<file path="config.mk">
export PLATFORM = sky130hd
export DESIGN_NAME = mmpd_core
export DESIGN_NICKNAME = d
export VERILOG_FILES = /design/src/core/mmpd_pkg.sv /design/src/core/mmpd_core.sv
export SDC_FILE = /design/constraint.sdc
export NUM_CORES = 1
export LEC_CHECK = 0
export ABC_AREA = 1
export BUFFER_PORTS_ARGS = -buffer_cell sky130_fd_sc_hd__buf_4
export CAP_MARGIN = 5
export CORE_MARGIN = 2
export CORE_UTILIZATION = 50
export DETAILED_ROUTE_END_ITERATION = 8
export PLACE_DENSITY = 0.92
export SLEW_MARGIN = 20
export SYNTH_ARGS = -nofsm -noshare
export SYNTH_HDL_FRONTEND = slang
export SYNTH_SLANG_ARGS = --single-unit
</file>
<file path="constraint.sdc">
create_clock -name mclk_i -period 1.53 [get_ports mclk_i]
set_input_delay 0.0765 -clock mclk_i [delete_from_list [all_inputs] [get_ports mclk_i]]
set_output_delay 0.0765 -clock mclk_i [all_outputs]
set_load 0.005 [all_outputs]
</file>
<file path="src/core/mmpd_pkg.sv">
// Constants and carrier types for the memory map and page decode block
package mmpd_pkg;

	// ---------------------------------------------------------------
	// Register offsets inside the configuration space
	// ---------------------------------------------------------------
	localparam logic [7:0] OFF_PAGE   = 8'he0;
	localparam logic [7:0] OFF_MAP    = 8'he2;
	localparam logic [7:0] OFF_OMC_AB = 8'h20;
	localparam logic [7:0] OFF_OMC_BC = 8'h21;
	localparam logic [7:0] OFF_IMC_A  = 8'h18;
	localparam logic [7:0] OFF_IMC_B  = 8'h19;
	localparam logic [7:0] OFF_IMC_C  = 8'h1a;

	// ---------------------------------------------------------------
	// Space map fields and reset values
	// ---------------------------------------------------------------
	localparam int MAP_RAM_CODE  = 0;
	localparam int MAP_SEC_CODE  = 1;
	localparam int MAP_PRI_CODE  = 2;
	localparam int MAP_SEC_DATA  = 3;
	localparam int MAP_PRI_DATA  = 4;
	localparam int MAP_PIO       = 7;
	localparam logic [7:0] MAP_USED_MASK = 8'h9f;
	localparam logic [7:0] MAP_RESET     = 8'h0c;
	localparam logic [7:0] PAGE_RESET    = 8'h00;

	// ---------------------------------------------------------------
	// Array input bus and product terms
	// ---------------------------------------------------------------
	localparam int BUS_W     = 73;
	localparam int PRI_N     = 8;
	localparam int SEC_N     = 4;
	localparam int FL_TERMS  = 3;
	localparam int RAM_TERMS = 2;
	localparam int SEC_T0    = PRI_N * FL_TERMS;
	localparam int RAM_T0    = SEC_T0 + SEC_N * FL_TERMS;
	localparam int CFG_T     = RAM_T0 + RAM_TERMS;
	localparam int JTAG_T    = CFG_T + 1;
	localparam int PER_T0    = JTAG_T + 1;
	localparam int DEC_TERMS = PER_T0 + 2;
	localparam int GEN_TERMS = 137;
	localparam int OMC_N     = 16;
	localparam int IMC_N     = 24;
	localparam int ECS_N     = 3;

	// ---------------------------------------------------------------
	// Standby timing
	// ---------------------------------------------------------------
	localparam int CLK_PERIOD_NS = 10;
	localparam int STBY_NS       = 70;
	localparam logic [3:0] STBY_CYC = 4'(STBY_NS / CLK_PERIOD_NS);

	// ---------------------------------------------------------------
	// Carriers
	// ---------------------------------------------------------------
	typedef struct packed {
		logic       byte_high;
		logic       addr_latch;
		logic       fetch;
		logic       read;
		logic       write;
	} mmpd_ctrl_s;

	typedef struct packed {
		logic [7:0] primary;
		logic [3:0] secondary;
		logic       ram;
		logic       cfg;
		logic       jtag;
		logic [1:0] periph;
	} mmpd_sel_s;

endpackage

</file>
<file path="src/core/mmpd_core.sv">
// Space mapping, page register, decode array and general logic array
//
// Function
// - Map bits 0 to 4 each open one strobe path; bit 7 enables peripheral mode.
// - Eight-bit page register, writable and readable at config offset E0h.
// - Page bits feed the decode array for sector and SRAM selects.
// - Page bits also feed the general logic array.
// - Page flip-flops load from and drive data bits 0 to 7.
// - With turbo off, standby_o flags standby after about 70 ns of stable inputs; the arrays stay awake.
// - Five block bits keep chosen control strobes out of the arrays.
// - Arrays share one 73-signal input bus.
// - In 20-bit mode array address inputs are bits 19 to 4.
// - Eight primary sector selects, three product terms each.
// - Four secondary sector selects, three product terms each.
// - One SRAM select of two terms and one config space select.
// - One test port select and two peripheral selects for peripheral mode.
// - General array drives three external chip selects without macrocells.
// - General array has 137 product terms for 19 outputs.
// - Output macrocells sit on the data bus, loadable and readable directly; input macrocells are readable only.
// - Map starts from a configured value and may be rewritten any time.
// - SRAM, config and peripheral beat flash; secondary beats primary.
`timescale 1ns/1ps
module mmpd_core
	import mmpd_pkg::*;
#(
	parameter logic [7:0]                   MAP_INIT = MAP_RESET,
	parameter logic [DEC_TERMS*BUS_W-1:0]   DEC_CARE = '0,
	parameter logic [DEC_TERMS*BUS_W-1:0]   DEC_VAL  = '0,
	parameter logic [GEN_TERMS*BUS_W-1:0]   GEN_CARE = '0,
	parameter logic [GEN_TERMS*BUS_W-1:0]   GEN_VAL  = '0,
	parameter logic [OMC_N*GEN_TERMS-1:0]   OMC_SEL  = '0,
	parameter logic [ECS_N*GEN_TERMS-1:0]   ECS_SEL  = '0
)
(
	// Clock and reset
	input  wire logic               mclk_i,
	input  wire logic               reset_n_i,
	// Microcontroller bus
	input  wire logic [19:0]        addr_i,
	input  wire mmpd_ctrl_s         ctrl_i,
	input  wire logic [7:0]         data_i,
	output logic [7:0]              data_o,
	output logic                    data_oe_o,
	input  wire logic               mode_20bit_i,
	// Power management controls
	input  wire logic               turbo_i,
	input  wire logic [4:0]         ctrl_block_i,
	input  wire logic               power_down_input_i,
	// Other array inputs
	input  wire logic [IMC_N-1:0]   input_macrocell_i,
	input  wire logic [2:0]         port_d_i,
	input  wire logic               sec_ready_i,
	// Selects and array outputs
	output mmpd_sel_s               sel_o,
	output logic [7:0]              page_bits_o,
	output logic                    peripheral_io_mode_enable_o,
	output logic [ECS_N-1:0]        external_chip_selects_o,
	output logic [OMC_N-1:0]        output_macrocell_o,
	output logic                    standby_o
);

	// ---------------------------------------------------------------
	// Input bus
	// ---------------------------------------------------------------
	logic [7:0]           page_r;
	logic [7:0]           map_r;
	logic [OMC_N-1:0]     omc_r;
	logic [4:0]           ctrl_eff;
	logic [15:0]          arr_addr;
	logic [BUS_W-1:0]     in_bus;
	logic [DEC_TERMS-1:0] dterm;
	logic [GEN_TERMS-1:0] gterm;
	logic [OMC_N-1:0]     omc_d;
	logic [ECS_N-1:0]     ecs_d;

	// Blocked strobes read as inactive inside the arrays only
	assign ctrl_eff = ctrl_i & ~ctrl_block_i;
	assign arr_addr = mode_20bit_i ? addr_i[19:4] : addr_i[15:0];
	assign in_bus = {sec_ready_i, omc_r, page_r, port_d_i,
		input_macrocell_i, power_down_input_i, ~reset_n_i,
		ctrl_eff[2:0], arr_addr};

	// ---------------------------------------------------------------
	// Product terms
	// ---------------------------------------------------------------
	// A term with no care bits is unused and never matches
	genvar gi;
	generate
		for (gi = 0; gi < DEC_TERMS; gi++)
		begin : g_dec
			assign dterm[gi] = (|DEC_CARE[gi*BUS_W +: BUS_W]) &&
				((in_bus & DEC_CARE[gi*BUS_W +: BUS_W]) ==
				(DEC_VAL[gi*BUS_W +: BUS_W] &
				DEC_CARE[gi*BUS_W +: BUS_W]));
		end
		for (gi = 0; gi < GEN_TERMS; gi++)
		begin : g_gen
			assign gterm[gi] = (|GEN_CARE[gi*BUS_W +: BUS_W]) &&
				((in_bus & GEN_CARE[gi*BUS_W +: BUS_W]) ==
				(GEN_VAL[gi*BUS_W +: BUS_W] &
				GEN_CARE[gi*BUS_W +: BUS_W]));
		end
		for (gi = 0; gi < OMC_N; gi++)
		begin : g_omc
			assign omc_d[gi] = |(gterm & OMC_SEL[gi*GEN_TERMS +: GEN_TERMS]);
		end
		for (gi = 0; gi < ECS_N; gi++)
		begin : g_ecs
			assign ecs_d[gi] = |(gterm & ECS_SEL[gi*GEN_TERMS +: GEN_TERMS]);
		end
	endgenerate

	// ---------------------------------------------------------------
	// Decode array
	// ---------------------------------------------------------------
	mmpd_sel_s sel_nxt;
	mmpd_sel_s sel_r;
	logic      cfg_hit;
	logic      pri_ok;
	logic      sec_ok;
	logic      ram_ok;

	always_comb
	begin
		sel_nxt = '0;
		for (int s = 0; s < PRI_N; s++)
			sel_nxt.primary[s] = |dterm[s*FL_TERMS +: FL_TERMS];
		for (int s = 0; s < SEC_N; s++)
			sel_nxt.secondary[s] =
				|dterm[SEC_T0 + s*FL_TERMS +: FL_TERMS];
		sel_nxt.ram  = |dterm[RAM_T0 +: RAM_TERMS];
		sel_nxt.cfg  = dterm[CFG_T];
		sel_nxt.jtag = dterm[JTAG_T];
		sel_nxt.periph = dterm[PER_T0 +: 2] & {2{map_r[MAP_PIO]}};
		// Strobe gating through the space map
		pri_ok = (ctrl_i.read && map_r[MAP_PRI_DATA]) ||
			(ctrl_i.fetch && map_r[MAP_PRI_CODE]);
		sec_ok = (ctrl_i.read && map_r[MAP_SEC_DATA]) ||
			(ctrl_i.fetch && map_r[MAP_SEC_CODE]);
		ram_ok = ctrl_i.read || ctrl_i.write ||
			(ctrl_i.fetch && map_r[MAP_RAM_CODE]);
		// Priority is taken on the ungated spaces so an overlap never
		// lets flash answer inside an SRAM window
		if (sel_nxt.ram || sel_nxt.cfg || (|sel_nxt.periph))
		begin
			sel_nxt.secondary = '0;
			sel_nxt.primary   = '0;
		end
		else if (|sel_nxt.secondary)
			sel_nxt.primary = '0;
		sel_nxt.ram       = sel_nxt.ram && ram_ok;
		sel_nxt.secondary = sel_nxt.secondary & {SEC_N{sec_ok}};
		sel_nxt.primary   = sel_nxt.primary & {PRI_N{pri_ok}};
	end

	assign cfg_hit = dterm[CFG_T];

	always_ff @(posedge mclk_i)
	begin
		if (!reset_n_i)
			sel_r <= '0;
		else
			sel_r <= sel_nxt;
	end

	// ---------------------------------------------------------------
	// Registers on the internal data bus
	// ---------------------------------------------------------------
	logic [7:0]       page_nxt;
	logic [7:0]       map_nxt;
	logic [OMC_N-1:0] omc_nxt;
	logic [7:0]       data_nxt;
	logic             oe_nxt;
	logic [7:0]       data_r;
	logic             oe_r;
	logic [ECS_N-1:0] ecs_r;
	logic             wr_cfg;
	logic             rd_cfg;

	assign wr_cfg = cfg_hit && ctrl_i.write;
	assign rd_cfg = cfg_hit && ctrl_i.read;

	always_comb
	begin
		page_nxt = page_r;
		map_nxt  = map_r;
		omc_nxt  = omc_d;
		data_nxt = 8'h00;
		oe_nxt   = rd_cfg;
		// Bus loads override the array terms for the same cycle
		if (wr_cfg)
		begin
			unique case (addr_i[7:0])
				OFF_PAGE:   page_nxt = data_i;
				OFF_MAP:    map_nxt = data_i & MAP_USED_MASK;
				OFF_OMC_AB: omc_nxt[7:0] = data_i;
				OFF_OMC_BC: omc_nxt[15:8] = data_i;
				default:    page_nxt = page_r;
			endcase
		end
		if (rd_cfg)
		begin
			unique case (addr_i[7:0])
				OFF_PAGE:   data_nxt = page_r;
				OFF_MAP:    data_nxt = map_r;
				OFF_OMC_AB: data_nxt = omc_r[7:0];
				OFF_OMC_BC: data_nxt = omc_r[15:8];
				OFF_IMC_A:  data_nxt = input_macrocell_i[7:0];
				OFF_IMC_B:  data_nxt = input_macrocell_i[15:8];
				OFF_IMC_C:  data_nxt = input_macrocell_i[23:16];
				default:    data_nxt = 8'h00;
			endcase
		end
	end

	always_ff @(posedge mclk_i)
	begin
		if (!reset_n_i)
		begin
			page_r <= PAGE_RESET;
			map_r  <= MAP_INIT;
			omc_r  <= '0;
			data_r <= 8'h00;
			oe_r   <= 1'b0;
			ecs_r  <= '0;
		end
		else
		begin
			page_r <= page_nxt;
			map_r  <= map_nxt;
			omc_r  <= omc_nxt;
			data_r <= data_nxt;
			oe_r   <= oe_nxt;
			ecs_r  <= ecs_d;
		end
	end

	// ---------------------------------------------------------------
	// Standby detection
	// ---------------------------------------------------------------
	// Only flags standby; the arrays themselves are modelled as
	// always awake, so the extra delay shows up off-chip only
	logic [BUS_W-1:0] prev_r;
	logic [3:0]       cnt_r;
	logic [3:0]       cnt_nxt;
	logic             stby_r;
	logic             stby_nxt;

	always_comb
	begin
		cnt_nxt = 4'h0;
		if (in_bus == prev_r)
			cnt_nxt = (cnt_r == 4'hf) ? cnt_r : cnt_r + 4'h1;
		stby_nxt = !turbo_i && (cnt_nxt >= STBY_CYC);
	end

	always_ff @(posedge mclk_i)
	begin
		if (!reset_n_i)
		begin
			prev_r <= '0;
			cnt_r  <= 4'h0;
			stby_r <= 1'b0;
		end
		else
		begin
			prev_r <= in_bus;
			cnt_r  <= cnt_nxt;
			stby_r <= stby_nxt;
		end
	end

	// ---------------------------------------------------------------
	// Outputs
	// ---------------------------------------------------------------
	assign sel_o                       = sel_r;
	assign page_bits_o                 = page_r;
	assign peripheral_io_mode_enable_o = map_r[MAP_PIO];
	assign external_chip_selects_o     = ecs_r;
	assign output_macrocell_o          = omc_r;
	assign data_o                      = data_r;
	assign data_oe_o                   = oe_r;
	assign standby_o                   = stby_r;
endmodule

</file>
Yosys cells after proc, flatten, opt, wreduce, memory -nomap -nowiden
Index checks and enable logic that the tools add are counted.
- register bits after elaboration: 70
- latch bits: 0
- RAM bits: 0
- ROM bits: 0
- output and inout bits: 55
- word-level logic and storage cells: 16
- memories: 0
- $add $sub $neg: 1
- multipliers: 0
- divide/modulo/power cells: 0
- $lt $le $gt $ge: 1
- equality and inequality tests: 2
- shifts and indexed selects: 0
- muxes and demuxes: 3
- bitwise gates (word level): 3
- reduce and logical (&&, ||, !) cells: 2
- operator list (kind ; number):
    65-bit equality test ; 1
    16-bit two-way mux ; 1
    4-bit two-way mux ; 2
    4-bit by 1-bit adder with 4-bit output, second input constant ; 1
    4-bit equality test, second input constant ; 1
    4-bit by 3-bit >= comparator with 1-bit output, second input constant ; 1
    3-bit bitwise AND ; 1
    3-bit inverter ; 1
    1-bit logical AND ; 1
    1-bit zero test ; 1
    1-bit inverter ; 1

Longest topological paths before layout
- word-level depth: 6
- mapped depth: 12
- depth with buffers taken out: 10

Least setup slack after synthesis
Ideal clock, no wire load.
- path kind: reg-to-reg
- from: register cnt_r[0]
- to: register stby_r (netlist: standby_o)
- setup time: 0.073 ns
- data arrival time: 1.218 ns
- data required time: 1.457 ns
- slack: 0.239 ns
- cell stages (with the launch flop): 10
- path buffers: 0
- path through: dfxtp_1 -> ha_1 -> nand2_1 -> inv_1 -> nand2_1 -> o21ai_0 -> nand3_1 -> nand2_1 -> nand2_1 -> nor3_2
- longest elaborated chain between the ends: 5
- RTL lines (element ; line ; text):
    from (decl) ; mmpd_core.sv:244 ; logic [3:0] cnt_r;
    from (signal assigned) ; mmpd_core.sv:268 ; cnt_r <= cnt_nxt;
    4-bit by 1-bit adder with 4-bit output / 4-bit equality test (equally long branches) ; mmpd_core.sv:253 ; cnt_nxt = (cnt_r == 4'hf) ? cnt_r : cnt_r + 4'h1;
    4-bit two-way mux * ; mmpd_core.sv:253 ;
    4-bit two-way mux * ; mmpd_core.sv:252 ; if (in_bus == prev_r)
    4-bit by 3-bit >= comparator with 1-bit output * ; mmpd_core.sv:254 ; stby_nxt = !turbo_i && (cnt_nxt >= STBY_CYC);
    1-bit logical AND * ; mmpd_core.sv:254 ;
    to (signal assigned) ; mmpd_core.sv:269 ; stby_r <= stby_nxt;
    to (decl) ; mmpd_core.sv:246 ; logic stby_r;
Mark *: on every way between the ends. The rest lies on a longest branch, timed or not.
A chain may end at the register's enable or synchronous reset.

Worst setup path after layout
- from: input port input_macrocell_i[10]
- to: register cnt_r[1]
- longest elaborated chain between the ends: 2
- RTL lines (element ; line ; text):
    from (decl) ; mmpd_core.sv:50 ; input wire logic [IMC_N-1:0] input_macrocell_i,
    65-bit equality test ; mmpd_core.sv:252 ;
    4-bit two-way mux ; mmpd_core.sv:252 ;
No other way between the ends.

==> run metrics <==
CTS HTree Levels 2; Final Skew between 0.008 and 0.009 ns; Setup TNS Final 0 ns; DR vias/cell roughly 4.5; worst skew pair latency around 0.30 ns; Bufs on Longest Clock Path 2; Worst Path Buf+Inv 2; final setup fails 0; max incr delay on CP ~0.54 ns; Site Rows 29; # IOs between 100 and 150; initial antenna violation count 0; Area growth syn-to-layout 20.2%; Yosys warnings 0; dpl hpwl approximately 4800 um; Seq cells post-synth 54; Yosys top cell area share 0.329; setup bufs post-CTS 0; largest cells by area after synthesis dfxtp_1 (33%), nand2_1 (23%), buf_4 (12%); number of global-route vias before repair 2859; Seq/Total Area, Yosys 0.329; global route overflow 0; Startpoint Class primary input; pin count of the biggest net entering global routing 24; Max IR drop VDD 0.000493 V; die area roughly 7200 um^2; Max Clock Freq about 0.7 GHz; clock root buffer clkbuf_8; Port Buffers around 60; CTS Buf Count 5; Clock transition at path regs approximately 0.09 ns; Die Span Y between 80 and 90 um; Leakage 2.35 nW; global-route wire length before repair roughly 11000 um; Die Span X roughly 85 um; Tmin final ~1.4 ns; Post-Syn Instances 528; Critical Path, Cell by Cell dlygate4sd3_1, buf_4, nand2_1, nand2_1, nor2_2, nand2_1, nor2_1, nand2_1, nor2_1, nand2_2, nor3_2; fin. max-slew vios 0; most used cell, CP nand2_1; Fin. Hold Viols 0; status completed; power per cell area about 730 nW/um^2; CTS tree done; Max stage delay cell, worst path dlygate4sd3_1; HP Class in2reg; Netlist Area Pre-Place about 3300 um^2; Total GRT Usage 0.189; layout cells sized above 1 0.158; dominant cell type by area after synthesis dfxtp_1; GPL Wtd Cong between 0.7 and 0.8; ANT nets after route 0; syn avg cell area around 6.2 um^2; Initial Utilization 0.518; synth unique cells 25; dpl cells between 600 and 700; routed via count ~3.1k; critical path class in2reg; Inserted Diodes 0; Initial DRC Count 94; # DRC 0; period utilization 0.931; Max Cap Viol 0; crit-path max FO 5; routed len/inst between 9 and 10 um; Cell Count, Final, Fillers Out between 600 and 700; critical path arrival approximately 1.7 ns; count of nets after finishing a little under 700; Crit. End Element register; CORE AREA roughly 6300 um^2; Routed WL around 6800 um; total power draw about 0.0029 W; clock sinks 54; WP data required roughly 1.8 ns; 1st-pass router iterations 4; CP top delay family simple AND/OR/NAND/NOR gates
==> path summary, 6_finish.rpt <==
kind,endpoint,cells after the start,slack (ns),startpoint
max,cnt_r[1]$_SDFF_PN0_,11,0.11,input_macrocell_i[10]
min,standby_o$_SDFF_PN0_,4,0.02,turbo_i
max reg2reg,standby_o$_SDFF_PN0_,9,0.12,cnt_r[0]$_SDFF_PN0_
min reg2reg,cnt_r[1]$_SDFF_PN0_,4,0.60,cnt_r[1]$_SDFF_PN0_
==> timing repair <==
item                                   4_1_cts  5_1_grt
setup endpoints to repair                    0        4
hold buffers                                29        0
gates resized for setup                      0       14
endpoints found under the hold margin       29        0
==> through the flow <==
step                       util  hold slack [ns]  area, um^2  setup WS, ns
after floorplan               -            0.174        3490         0.239
after global placement    0.564            0.274        3580         0.170
after detailed placement  0.564            0.281        3580        0.0868
after CTS                 0.623           0.0165        3960        0.0581
after global routing      0.623          0.00682        3960       -0.0190
final                     0.623           0.0230        3960         0.106
==> Yosys cell counts <==
master and number:
inv_4 1, nand3_1 9, o21ai_1 3, buf_12 1, buf_1 1, nor2_1 33
buf_6 2, nor2_2 3, nand3b_1 11, o211ai_1 1, dfxtp_1 54, conb_1 1
nand2_4 3, a21oi_1 14, nand2_1 204, nor3_2 5, inv_1 106, buf_4 54
clkbuf_1 4, o21ai_0 6, nand2_2 8, nand3_4 1, xor2_1 1, ha_1 1
inv_2 1
==> layer usage <==
| metal | share of wire | global-route usage | vias to the layer above |
|---|---|---|---|
| met1 | 0.38 | 0.189 | 1352 |
| met3 | 0.058 | 0.0360 | 18 |
| li1 | - | - | 1594 |
| met5 | 0 | 0 | - |
| met4 | 0.025 | 0.0909 | 0 |
| met2 | 0.54 | 0.367 | 115 |
==> sequential cells by signal, summed over array words and instances (netlist names) <==
name and flops:
cnt_r 4, prev_r 49, standby_o 1
==> worst min-delay path: stages <==
cell and delay, ns:
buf_4 0.08, inv_1 0.03, nand2_1 0.06, nor3_2 0.04
==> report_power, final <==
group,internal (W),switching (W)
Sequential,0.00148,0.0000350
Clock,0.000324,0.000459
Combinational,0.000274,0.000321
Total,0.00208,0.000816
==> layout make-up <==
type                            count  area (um^2)
Clock buffer                        6         72.6
Clock inverter                      2         13.8
Fill cell                         506         2390
Inverter                          108          408
Multi-Input combinational cell    358         1560
Sequential cell                    54         1080
Tap cell                           77         96.3
Timing Repair Buffer               86          721
==> logic make-up (layout without fill, tap and decap cells) <==
| group | count (synthesis) | after routing | synth area share |
|---|---|---|---|
| buf+inv | 170 | 202 | 0.266 |
| compound gates | 24 | 24 | 0.0373 |
| fa+ha+maj | 1 | 1 | 0.00380 |
| simple gates | 277 | 277 | 0.361 |
| xor+xnor | 1 | 1 | 0.00266 |
| other cells | 1 | 55 | 0.00114 |
| flops | 54 | 54 | 0.329 |
==> cells in the final DEF, fill, tap and decap left out, drive strengths merged, types with 6 or more instances in the layout <==
cell type and count:
o21ai 9, nand2 215, dfxtp 54, buf 57, nand3 10, nor2 36
inv 108, clkbuf 6, nand3b 11, dlygate4sd3 28, a21oi 14, conb 55
Power figures use the tool's default switching activity.
